$ cat src/cns_pkg.sv
package cns_pkg;

  // Object dictionary indices
  localparam logic [15:0] IDX_SCRATCH  = 16'h2160;
  localparam logic [15:0] IDX_CYCLE    = 16'h2200;
  localparam logic [15:0] IDX_SAVE     = 16'h2300;
  localparam logic [15:0] IDX_FINE_POS = 16'h2600;
  localparam logic [15:0] IDX_NODE     = 16'h3000;
  localparam logic [15:0] IDX_RATE     = 16'h3001;
  localparam logic [15:0] IDX_TERM     = 16'h3002;
  localparam logic [15:0] IDX_DETECT   = 16'h3003;
  localparam logic [15:0] IDX_AUTO_OP  = 16'h3005;

  // Sub-indices
  localparam logic [7:0] SUB_COUNT   = 8'h00;
  localparam logic [7:0] SUB_ENABLE  = 8'h01;
  localparam logic [7:0] SUB_TIMEOUT = 8'h02;

  // Entry counts reported by sub-index 0
  localparam int unsigned SCRATCH_WORDS   = 4;
  localparam logic [7:0]  SCRATCH_COUNT   = 8'h04;
  localparam logic [7:0]  DETECT_COUNT    = 8'h02;

  // Reset values, save key and terminator code
  localparam logic [31:0] SAVE_KEY        = 32'h55aaaa55;
  localparam logic [7:0]  NODE_RESET      = 8'h1f;
  localparam logic [7:0]  RATE_RESET      = 8'h1f;
  localparam logic [7:0]  TERM_RESET      = 8'h00;
  localparam logic [7:0]  TERM_ON         = 8'h01;
  localparam logic [7:0]  DETECT_EN_RESET = 8'h01;
  localparam logic [31:0] TIMEOUT_RESET   = 32'h0002bf20;
  localparam logic        AUTO_OP_RESET   = 1'b0;
  localparam logic [31:0] SCRATCH_RESET   = 32'h00000000;

  // Bit-rate codes (kbit/s in name)
  localparam logic [2:0] RATE_20   = 3'h0;
  localparam logic [2:0] RATE_50   = 3'h1;
  localparam logic [2:0] RATE_100  = 3'h2;
  localparam logic [2:0] RATE_125  = 3'h3;
  localparam logic [2:0] RATE_250  = 3'h4;
  localparam logic [2:0] RATE_500  = 3'h5;
  localparam logic [2:0] RATE_800  = 3'h6;
  localparam logic [2:0] RATE_1000 = 3'h7;
  localparam logic [7:0] RATE_MAX  = 8'h07;

  // Position field widths
  localparam int unsigned ST_BITS = 16;
  localparam int unsigned MT_BITS = 31;

  // Timing
  localparam int unsigned CLK_PERIOD_NS = 8;
  localparam int unsigned MS_NS         = 1000000;
  localparam int unsigned MS_CYCLES     = MS_NS / CLK_PERIOD_NS;
  localparam int unsigned FLICKER_MS    = 50;

  // Object access request from the SDO server
  typedef struct packed {
    logic        wr;
    logic        rd;
    logic [15:0] index;
    logic [7:0]  sub;
    logic [31:0] data;
  } cns_req_s;

  // Object access answer, one cycle after the request
  typedef struct packed {
    logic        ack;
    logic        err;
    logic [63:0] data;
  } cns_rsp_s;

  typedef enum logic [1:0] {
    ST_LATCH  = 2'b00,
    ST_DETECT = 2'b01,
    ST_BOOT   = 2'b11,
    ST_RUN    = 2'b10
  } cns_state_e;

endpackage

$ cat src/cns_node_config.sv
// Overview of operation
// - Four read/write scratch words, count reads four
// - PDO cycle period read-only, 16-bit milliseconds
// - Cycle period mirrors the PDO1 event timer entry
// - Correct key saves parameters then resets device
// - 64-bit read-only fine position, 16+31 bits
// - Fine position ignores total range settings
// - Fine position scaled by per-revolution resolution
// - 32-bit multi-turn variant drops preset and scaling
// - Effective node identifier is stored byte plus one
// - One-byte code selects bit rate 20..1000
// - Writing 01h switches the bus terminator on
// - Detection listens silently, then boot-up and pre-operational or operational
// - Invalid frames retried until timeout expires
// - Timeout falls back to last known rate
// - Detected rate written back into rate code
// - Detection enable byte, 0 off, 1 on
// - Timeout in milliseconds, zero waits forever
// - Only table rates accepted by detection
// - Red and green indicators flicker during detection
// - Auto-start flag selects operational or pre-operational
module cns_node_config #(
  parameter int unsigned MS_CYCLES = cns_pkg::MS_CYCLES, // Cycles per millisecond
  parameter bit          MT32      = 1'b0                // 32-bit multi-turn variant
) (
  input  wire logic              mclk,           // 125 MHz clock
  input  wire logic              rst,            // Async reset, active high
  input  wire logic              nmt_reset,      // NMT reset pulse
  input  wire cns_pkg::cns_req_s req,            // Object access request
  output cns_pkg::cns_rsp_s      rsp,            // Object access answer
  input  wire logic [15:0]       pdo_event_ms,   // PDO1 event timer entry
  input  wire logic [15:0]       single_turn,    // Raw single-turn position
  input  wire logic [31:0]       multi_turn,     // Raw multi-turn count
  input  wire logic [31:0]       steps_per_rev,  // Resolution per revolution
  input  wire logic              frame_valid,    // Valid frame seen, pulse
  input  wire logic              frame_invalid,  // Invalid frame seen, pulse
  input  wire logic [2:0]        frame_rate,     // Rate code of valid frame
  input  wire logic              nvm_done,       // Non-volatile store finished
  output logic                   nvm_save,       // Store parameters, level
  output logic                   reset_req,      // Device reset, pulse
  output logic [7:0]             node_id,        // Effective node identifier
  output logic [2:0]             rate_sel,       // Active bit-rate code
  output logic                   listen_only,    // No transmission
  output logic                   bootup_tx,      // Send boot-up, pulse
  output logic                   go_preop,       // Enter pre-operational, pulse
  output logic                   go_op,          // Enter operational, pulse
  output logic                   term_on,        // Bus terminator enable
  output logic                   preset_allowed, // Preset and scaling possible
  output logic                   led_red,        // Red indicator
  output logic                   led_green       // Green indicator
);

  // Object hit test, used by both read and write decode
  function automatic logic hit(input logic [15:0] idx, input logic [7:0] sub,
                               input logic [15:0] want_idx, input logic [7:0] want_sub);
    hit = (idx == want_idx) && (sub == want_sub);
  endfunction

  // Stored object values
  logic [31:0]         scratch_q [cns_pkg::SCRATCH_WORDS];
  logic [7:0]          node_q;
  logic [7:0]          rate_q;
  logic [7:0]          term_q;
  logic [7:0]          det_en_q;
  logic [31:0]         timeout_q;
  logic                auto_op_q;
  // Save, start-up and timing state
  logic                saving_q;
  cns_pkg::cns_state_e state_q;
  logic [31:0]         ms_div_q;
  logic [31:0]         ms_cnt_q;
  logic [7:0]          flick_q;
  logic                flick_ph_q;
  // Decode and timing results
  logic [63:0]         fine_pos;
  logic                wr_ok;
  logic                rd_ok;
  logic [63:0]         rd_data;
  logic                ms_tick;
  logic                restart;
  logic                rate_learn;
  logic                timed_out;

  // Either restart source reruns start-up from the stored settings
  assign restart    = nmt_reset || reset_req;
  assign ms_tick    = (ms_div_q == MS_CYCLES - 1);
  // Zero timeout never expires
  assign timed_out  = (timeout_q != 32'h0) && (ms_cnt_q >= timeout_q);
  // Codes beyond the table are not a rate this node can run
  assign rate_learn = (state_q == cns_pkg::ST_DETECT) && frame_valid
                      && ({5'h0, frame_rate} <= cns_pkg::RATE_MAX);

  // Fine position: scaled unless the 32-bit multi-turn variant
  always_comb begin
    logic [63:0] turns;
    logic [63:0] frac;
    turns = 64'(multi_turn[cns_pkg::MT_BITS-1:0]) * 64'(steps_per_rev);
    frac  = (64'(single_turn) * 64'(steps_per_rev)) >> cns_pkg::ST_BITS;
    if (MT32) begin
      fine_pos = {multi_turn, single_turn, 16'h0000};
    end else begin
      fine_pos = turns + frac;
    end
  end

  // Preset and scaling live elsewhere; this only grants them
  assign preset_allowed = !MT32;

  // Write decode; writes to read-only entries are refused
  always_comb begin
    wr_ok = 1'b0;
    if (req.wr) begin
      for (int i = 0; i < cns_pkg::SCRATCH_WORDS; i++) begin
        if (hit(req.index, req.sub, cns_pkg::IDX_SCRATCH, 8'(i + 1))) begin
          wr_ok = 1'b1;
        end
      end
      if (hit(req.index, req.sub, cns_pkg::IDX_SAVE, cns_pkg::SUB_COUNT)) begin
        wr_ok = (req.data == cns_pkg::SAVE_KEY);
      end
      // Byte entries take data[7:0], the auto-start flag data[0]; upper bits are dropped
      if (hit(req.index, req.sub, cns_pkg::IDX_NODE, cns_pkg::SUB_COUNT)
          || hit(req.index, req.sub, cns_pkg::IDX_RATE, cns_pkg::SUB_COUNT)
          || hit(req.index, req.sub, cns_pkg::IDX_TERM, cns_pkg::SUB_COUNT)
          || hit(req.index, req.sub, cns_pkg::IDX_AUTO_OP, cns_pkg::SUB_COUNT)
          || hit(req.index, req.sub, cns_pkg::IDX_DETECT, cns_pkg::SUB_TIMEOUT)) begin
        wr_ok = 1'b1;
      end
      // Only 0h and 1h mean anything for the enable byte
      if (hit(req.index, req.sub, cns_pkg::IDX_DETECT, cns_pkg::SUB_ENABLE)) begin
        wr_ok = (req.data[7:0] <= 8'h01);
      end
    end
  end

  // Read decode
  always_comb begin
    rd_ok   = 1'b1;
    rd_data = 64'h0;
    if (req.index == cns_pkg::IDX_SCRATCH) begin
      if (req.sub == cns_pkg::SUB_COUNT) begin
        rd_data = 64'(cns_pkg::SCRATCH_COUNT);
      end else if (req.sub <= cns_pkg::SCRATCH_COUNT) begin
        rd_data = 64'(scratch_q[2'(req.sub - 8'h01)]);
      end else begin
        rd_ok = 1'b0;
      end
    end else if (hit(req.index, req.sub, cns_pkg::IDX_CYCLE, cns_pkg::SUB_COUNT)) begin
      rd_data = 64'(pdo_event_ms);
    end else if (hit(req.index, req.sub, cns_pkg::IDX_FINE_POS, cns_pkg::SUB_COUNT)) begin
      rd_data = fine_pos;
    end else if (hit(req.index, req.sub, cns_pkg::IDX_NODE, cns_pkg::SUB_COUNT)) begin
      rd_data = 64'(node_q);
    end else if (hit(req.index, req.sub, cns_pkg::IDX_RATE, cns_pkg::SUB_COUNT)) begin
      rd_data = 64'(rate_q);
    end else if (hit(req.index, req.sub, cns_pkg::IDX_TERM, cns_pkg::SUB_COUNT)) begin
      rd_data = 64'(term_q);
    end else if (req.index == cns_pkg::IDX_DETECT) begin
      // Count, enable byte, then timeout
      unique case (req.sub)
        cns_pkg::SUB_COUNT:   rd_data = 64'(cns_pkg::DETECT_COUNT);
        cns_pkg::SUB_ENABLE:  rd_data = 64'(det_en_q);
        cns_pkg::SUB_TIMEOUT: rd_data = 64'(timeout_q);
        default:              rd_ok   = 1'b0;
      endcase
    end else if (hit(req.index, req.sub, cns_pkg::IDX_AUTO_OP, cns_pkg::SUB_COUNT)) begin
      rd_data = 64'(auto_op_q);
    end else begin
      rd_ok = 1'b0; // Save entry is write-only, unknown objects abort
    end
  end

  // Answer register, one cycle after the request
  always_ff @(posedge mclk or posedge rst) begin
    if (rst) begin
      rsp <= '0;
    end else begin
      rsp.ack  <= req.wr || req.rd;
      // Write wins when both strobes are up
      rsp.err  <= (req.wr && !wr_ok) || (req.rd && !req.wr && !rd_ok);
      rsp.data <= (req.rd && !req.wr && rd_ok) ? rd_data : 64'h0;
    end
  end

  // Scratch storage
  always_ff @(posedge mclk or posedge rst) begin
    if (rst) begin
      for (int i = 0; i < cns_pkg::SCRATCH_WORDS; i++) begin
        scratch_q[i] <= cns_pkg::SCRATCH_RESET;
      end
    end else if (wr_ok && req.index == cns_pkg::IDX_SCRATCH) begin
      scratch_q[2'(req.sub - 8'h01)] <= req.data;
    end
  end

  // Configuration entries; node, rate and detection enable act at the next start-up, timeout and auto-start flag are read live, the terminator at once
  always_ff @(posedge mclk or posedge rst) begin
    if (rst) begin
      node_q    <= cns_pkg::NODE_RESET;
      term_q    <= cns_pkg::TERM_RESET;
      det_en_q  <= cns_pkg::DETECT_EN_RESET;
      timeout_q <= cns_pkg::TIMEOUT_RESET;
      auto_op_q <= cns_pkg::AUTO_OP_RESET;
    end else if (wr_ok && req.sub == cns_pkg::SUB_COUNT) begin
      if (req.index == cns_pkg::IDX_NODE) begin
        node_q <= req.data[7:0];
      end
      if (req.index == cns_pkg::IDX_TERM) begin
        term_q <= req.data[7:0];
      end
      if (req.index == cns_pkg::IDX_AUTO_OP) begin
        auto_op_q <= req.data[0];
      end
    end else if (wr_ok && req.index == cns_pkg::IDX_DETECT) begin
      if (req.sub == cns_pkg::SUB_ENABLE) begin
        det_en_q <= req.data[7:0];
      end else begin
        timeout_q <= req.data;
      end
    end
  end

  // Rate code: learnt rate wins over a software write in the same cycle
  always_ff @(posedge mclk or posedge rst) begin
    if (rst) begin
      rate_q <= cns_pkg::RATE_RESET;
    end else if (rate_learn) begin
      rate_q <= {5'h0, frame_rate};
    end else if (wr_ok && hit(req.index, req.sub, cns_pkg::IDX_RATE, cns_pkg::SUB_COUNT)) begin
      // Any byte is kept; start-up runs out-of-table codes at 125 kbit/s
      rate_q <= req.data[7:0];
    end
  end

  // Terminator acts on 01h only; it is lost with power anyway
  assign term_on = (term_q == cns_pkg::TERM_ON);

  // Save with reset: store, wait for the memory, then reset
  always_ff @(posedge mclk or posedge rst) begin
    if (rst) begin
      saving_q  <= 1'b0;
      reset_req <= 1'b0;
    end else begin
      reset_req <= saving_q && nvm_done;
      // Set wins, so a key landing as a store ends is not lost
      if (wr_ok && req.index == cns_pkg::IDX_SAVE) begin
        saving_q <= 1'b1;
      end else if (nvm_done) begin
        saving_q <= 1'b0;
      end
    end
  end

  // Level, held until the store answers
  assign nvm_save = saving_q;

  // Millisecond base and elapsed time since start-up
  always_ff @(posedge mclk or posedge rst) begin
    if (rst) begin
      ms_div_q <= 32'h0;
      ms_cnt_q <= 32'h0;
    end else if (restart || state_q == cns_pkg::ST_LATCH) begin
      ms_div_q <= 32'h0;
      ms_cnt_q <= 32'h0;
    end else begin
      ms_div_q <= ms_tick ? 32'h0 : ms_div_q + 32'h1;
      // Count freezes once expired, so with a nonzero timeout it never wraps back
      if (ms_tick && !timed_out) begin
        ms_cnt_q <= ms_cnt_q + 32'h1;
      end
    end
  end

  // Start-up sequence; an NMT reset restarts it from the stored settings
  always_ff @(posedge mclk or posedge rst) begin
    if (rst) begin
      state_q  <= cns_pkg::ST_LATCH;
      node_id  <= 8'h0;
      rate_sel <= cns_pkg::RATE_125;
    end else if (restart) begin
      state_q <= cns_pkg::ST_LATCH;
    end else begin
      unique case (state_q)
        cns_pkg::ST_LATCH: begin
          // Stored settings are copied here and nowhere else
          node_id <= node_q + 8'h01;
          // Never-configured code falls back to 125 kbit/s
          rate_sel <= (rate_q <= cns_pkg::RATE_MAX) ? rate_q[2:0]
                                                     : cns_pkg::RATE_125;
          state_q <= (det_en_q == 8'h01) ? cns_pkg::ST_DETECT
                                         : cns_pkg::ST_BOOT;
        end
        cns_pkg::ST_DETECT: begin
          if (rate_learn) begin
            rate_sel <= frame_rate;
            state_q  <= cns_pkg::ST_BOOT;
          end else if (timed_out) begin
            state_q <= cns_pkg::ST_BOOT;
          end else if (frame_invalid) begin
            // A bad frame only restarts the hunt; the timeout runs on
            state_q <= cns_pkg::ST_DETECT;
          end
        end
        // One cycle: boot-up frame and the state choice
        cns_pkg::ST_BOOT: begin
          state_q <= cns_pkg::ST_RUN;
        end
        // Only a restart leaves the running state
        cns_pkg::ST_RUN: begin
          state_q <= cns_pkg::ST_RUN;
        end
      endcase
    end
  end

  assign listen_only = (state_q == cns_pkg::ST_DETECT) || (state_q == cns_pkg::ST_LATCH);
  assign bootup_tx   = (state_q == cns_pkg::ST_BOOT);
  assign go_op       = (state_q == cns_pkg::ST_BOOT) && auto_op_q;
  assign go_preop    = (state_q == cns_pkg::ST_BOOT) && !auto_op_q;

  // Alternate flicker while the rate search runs
  always_ff @(posedge mclk or posedge rst) begin
    if (rst) begin
      flick_q    <= 8'h0;
      flick_ph_q <= 1'b0;
    end else if (state_q == cns_pkg::ST_LATCH) begin
      // Each search starts with a full green phase
      flick_q    <= 8'h0;
      flick_ph_q <= 1'b0;
    end else if (ms_tick) begin
      if (flick_q == 8'(cns_pkg::FLICKER_MS - 1)) begin
        flick_q    <= 8'h0;
        flick_ph_q <= !flick_ph_q;
      end else begin
        flick_q <= flick_q + 8'h01;
      end
    end
  end

  // Indicators are left dark outside the search; status display lives elsewhere
  assign led_red   = (state_q == cns_pkg::ST_DETECT) && flick_ph_q;
  assign led_green = (state_q == cns_pkg::ST_DETECT) && !flick_ph_q;

endmodule

$ cat config.mk
export PLATFORM = sky130hd
export DESIGN_NAME = cns_node_config
export DESIGN_NICKNAME = d
export VERILOG_FILES = /design/src/cns_pkg.sv /design/src/cns_node_config.sv
export SDC_FILE = /design/constraint.sdc
export NUM_CORES = 2
export LEC_CHECK = 0
export BUFFER_PORTS_ARGS = -buffer_cell sky130_fd_sc_hd__buf_2
export CORE_MARGIN = 10
export CORE_UTILIZATION = 50
export CTS_BUF_LIST = sky130_fd_sc_hd__clkbuf_8
export CTS_CLUSTER_DIAMETER = 200
export DETAILED_ROUTE_END_ITERATION = 12
export GPL_ROUTABILITY_DRIVEN = 0
export PLACE_DENSITY = 0.73
export SLEW_MARGIN = 20
export SYNTH_ARGS = -nofsm -noshare
export SYNTH_HDL_FRONTEND = slang
export SYNTH_SLANG_ARGS = --single-unit
$ cat constraint.sdc
create_clock -name mclk -period 15.7 [get_ports mclk]
set_input_delay 1.57 -clock mclk [delete_from_list [all_inputs] [get_ports mclk]]
set_output_delay 1.57 -clock mclk [all_outputs]
set_load 0.005 [all_outputs]
==> metrics list <==
* Core Footprint: 129000 um2
* Number of placed I/O pins: 250
- IO buf count: ~250
* Worst setup path start: single_turn[2]
- Data on the critical path is required at its endpoint by approximately 16 ns.
- At the end of the flow, the number of nets in the layout was just under 9000.
- Headroom to the max-slew limit came out at 27.1%.
- Counting every net in the synthesized netlist gives around 9000.
- The synthesized netlist contains 80 unique library cells.
- Fraction of the cycle the final worst path needs: around nine tenths
- The slowest stage of the critical path is the sky130_fd_sc_hd__buf_2 cell.
- Along the worst path, the maximum fanout reaches 32.
* Asr flop ratio synth: 100%
* Area added between synthesis and finish: 5.30%
* Post-DP HPWL: 140000 um
- The final number of max-transition violations is 0.
- Total setup buffers inserted after CTS: 0
- Startpoint of the most critical register-to-register path: timeout_q[13]
* Setup repair after global routing missed its margin: no
- The worst register-to-register path ends at ms_cnt_q[18].
- Clock insertion delay at the later pin of the skew report: approximately 0.63 ns
- Between clock sinks in the finished design, the worst skew comes to around 0.057 ns.
- Slew at the pin closest to its max-slew limit: approximately 1.1 ns
- Wire length of the first global-routing pass: ~300000 um
- Count of yosys warnings during synthesis: 0
* Clock-pin transition on the worst setup and hold timing paths: around 0.070 ns
* Number of placement rows: ~130
- Global routing used 7.49% of the available met3 tracks.
- Counting every sink on the clock net gives 347.
* Primary flip-flop cell chosen by synthesis mapping: sky130_fd_sc_hd__dfrtp_1
- The run finished with clean final reports.
- The synthesized netlist occupies a cell area of 65100 um2.
- TritonCTS built the clock tree.
* Number of global-route vias before repair: around 54000
- The initial antenna violation count came to 27.
* Kind of launch point of the worst setup path: primary input
- CTS buffer count: 47
- Horizontal extent of the die: around 380 um
- Initial standard-cell utilization of the core: approximately half
- Derived from the worst setup path, the maximum achievable clock frequency is around 0.07 GHz.
- The longest clock path from root to sink contains 3 buffers.
- DRT Wirelength: roughly 190000 um
- Total number of vias: 49700
- Gates resized during post-CTS repair numbered 0.
* First DRT Iteration DRCs: roughly 4300
- Count of final setup violators: 0
* Residual overflow from global routing: 0
- All-Layer GR Usage: 26.1%
* Number of enable flip-flop cells after synthesis: 0
- The die covers ~140000 um2.
- Critical path's largest stage delay: about 0.63 ns
- CTS root buffer: sky130_fd_sc_hd__clkbuf_8
- Post-Synthesis Mean Instance Area: about 9 um2
- Cells with a size suffix above 1 make up under 10% of the layout.
* Summed negative setup slack over all endpoints: 0 ns
- Dividing the detail-routed wire length by the instance count gives 21.3 um.
- Global routing's busiest layer: met2
- After detailed routing, the number of remaining DRC violations is 0.
* Register-to-register setup slack: between 10 and 15 ns
- Entering global routing, the biggest net connects between 100 and 150 pins.
- Worst path arrival time: ~15 ns
* Met1 track demand over resource in global routing: 33.9%
- By instance count, the cell type seen most on the critical path is sky130_fd_sc_hd__fa_1.
- The critical path ends at rsp[60].
* Hold buffer count at cts: 0
* Sequential fraction of the synthesis area: ~13%
* Logic depth of the worst register-to-register path: 12
- The path class of the tightest hold or removal check is reg -> reg.
* Crit end category: flop
- Number of cells produced by synthesis: around 7100
- Number of flip-flops and latches in the synthesized netlist: 347
* Count of maximum capacitance violations: 0
* Met2 track demand over resource: between 40 and 50%
* Remaining antenna violation count after routing: 0
- Measured along the y axis, the die boundary spans ~380 um.
- The critical path runs through a total of between 40 and 50 cells.
* Htree depth: 2
- Final hold violations: 0
* DRT Pass-1 Iters: 6
* Post-layout min period: roughly 14 ns
* Worst path buffer plus inverter count: 10
* Via density per instance: 5.64
* Family of cells with the greatest summed delay on the critical path: adder cells
- The setup path with the least slack is of type in -> reg.
[cell families (layout without fill, tap and decap cells)]
group / after synthesis / count (layout) / synth area share (%)
muxes: 238 / 238 / 4.63
and+or+nand+nor: 2152 / 2152 / 15.1
other: 1 / 15 / 0.00576
DFF: 347 / 347 / 13.4
xor gates and xnor gates: 139 / 139 / 1.87
AOI/OAI and AO/OA: 508 / 508 / 5.09
buffers and inverters: 1936 / 1928 / 11.2
adders and majority gates: 1741 / 1741 / 48.7
[stage by stage]
stage               util [%]  area [um2]  cells  hold slack (ns)  setup slack, ns
floorplan                  -       65100   7062            0.432             2.00
global placement        52.1       67400   8710            0.450            0.995
detailed placement      52.1       67400   8710            0.461            0.850
CTS                     52.9       68500   8796            0.470             1.45
global route            53.0       68500   8802            0.497            0.601
finish                  53.0       68500   8810            0.464             1.39
[layout by cell type, fill, tap and decap left out, drive strengths merged, types with 85 or more instances in the layout]
master	synthesis	routed
inv	1530	1540
fa	1315	1315
nand2	1242	1242
ha	426	426
and2	405	405
dfrtp	325	325
buf	54	311
nor2	210	210
mux2	184	184
a21oi	158	158
a21o	86	86
xnor2	85	85
[worst min-delay path by stage]
stage,from,end,slack [ns],depth (start not counted)
finish,ms_div_q[0],ms_div_q[0],0.46,1
global route,ms_div_q[0],ms_div_q[0],0.50,1
global placement,ms_div_q[0],ms_div_q[0],0.45,1
detailed placement,ms_div_q[0],ms_div_q[0],0.46,1
floorplan,ms_div_q[0],ms_div_q[0],0.43,1
CTS,ms_div_q[0],ms_div_q[0],0.47,1
[sequential cells by signal, summed over array words and instances (netlist names)]
signal,cells
scratch_q,128
rsp,66
ms_cnt_q,32
ms_div_q,32
timeout_q,32
det_en_q,8
flick_q,8
node_id,8
node_q,8
rate_q,8
term_q,8
rate_sel,3
state_q,2
auto_op_q,1
flick_ph_q,1
nvm_save,1
reset_req,1
[synthesized netlist by cell type (5+ instances only)]
library cell | count | area share, %
sky130_fd_sc_hd__inv_1 | 1530 | 8.8
sky130_fd_sc_hd__a22oi_1 | 14 | 0.16
sky130_fd_sc_hd__a221oi_1 | 6 | 0.081
sky130_fd_sc_hd__or2_2 | 8 | 0.077
sky130_fd_sc_hd__nor4_1 | 27 | 0.26
sky130_fd_sc_hd__dfrtp_1 | 325 | 13
sky130_fd_sc_hd__a21oi_1 | 158 | 1.2
sky130_fd_sc_hd__nand2_1 | 1242 | 7.2
sky130_fd_sc_hd__o21ai_0 | 80 | 0.62
sky130_fd_sc_hd__a31o_2 | 9 | 0.12
sky130_fd_sc_hd__mux4_2 | 32 | 1.1
sky130_fd_sc_hd__nand2b_1 | 21 | 0.20
sky130_fd_sc_hd__nor3_1 | 34 | 0.26
sky130_fd_sc_hd__a222oi_1 | 15 | 0.23
sky130_fd_sc_hd__mux2_1 | 19 | 0.33
sky130_fd_sc_hd__nand4_1 | 58 | 0.56
sky130_fd_sc_hd__nor4bb_1 | 6 | 0.092
sky130_fd_sc_hd__nor2_1 | 209 | 1.2
sky130_fd_sc_hd__buf_2 | 17 | 0.13
sky130_fd_sc_hd__o211ai_1 | 7 | 0.081
sky130_fd_sc_hd__mux2i_1 | 22 | 0.34
sky130_fd_sc_hd__o22ai_1 | 15 | 0.14
sky130_fd_sc_hd__ha_1 | 426 | 8.2
sky130_fd_sc_hd__and4_1 | 5 | 0.067
sky130_fd_sc_hd__mux2_2 | 165 | 2.9
sky130_fd_sc_hd__fa_1 | 1315 | 40
sky130_fd_sc_hd__o21bai_1 | 22 | 0.25
sky130_fd_sc_hd__and2_1 | 405 | 3.9
sky130_fd_sc_hd__o221ai_1 | 5 | 0.067
sky130_fd_sc_hd__a31oi_1 | 21 | 0.20
sky130_fd_sc_hd__a21boi_0 | 5 | 0.058
sky130_fd_sc_hd__nor2b_1 | 18 | 0.17
sky130_fd_sc_hd__buf_1 | 36 | 0.21
sky130_fd_sc_hd__and3_1 | 30 | 0.29
sky130_fd_sc_hd__xnor2_1 | 85 | 1.1
sky130_fd_sc_hd__clkbuf_1 | 350 | 2.0
sky130_fd_sc_hd__xor2_1 | 54 | 0.73
sky130_fd_sc_hd__dfstp_2 | 22 | 0.89
sky130_fd_sc_hd__a2111oi_0 | 5 | 0.067
sky130_fd_sc_hd__a21o_1 | 86 | 0.99
sky130_fd_sc_hd__nand3_1 | 44 | 0.34
sky130_fd_sc_hd__or3_1 | 18 | 0.17
sky130_fd_sc_hd__a211oi_1 | 19 | 0.22
[layout make-up]
cell class	instances	area, um2
repair buffers	311	1720
flip-flops and latches	347	8710
clock buffers	56	771
multi-input cells	4779	49100
fillers	11500	60800
clock inverters	30	258
diodes	14	35.0
well taps	1742	2180
inverters	1531	5750
[metal layers]
layer | vias up | wire [um]
met5 | - | 118
met4 | 20 | 8250
met3 | 532 | 22500
met2 | 2633 | 85400
met1 | 25400 | 71200
li1 | 21100 | -
Power is not shown: default switching activity piles up to over one toggle a cycle in this logic, so the estimate is an artifact.
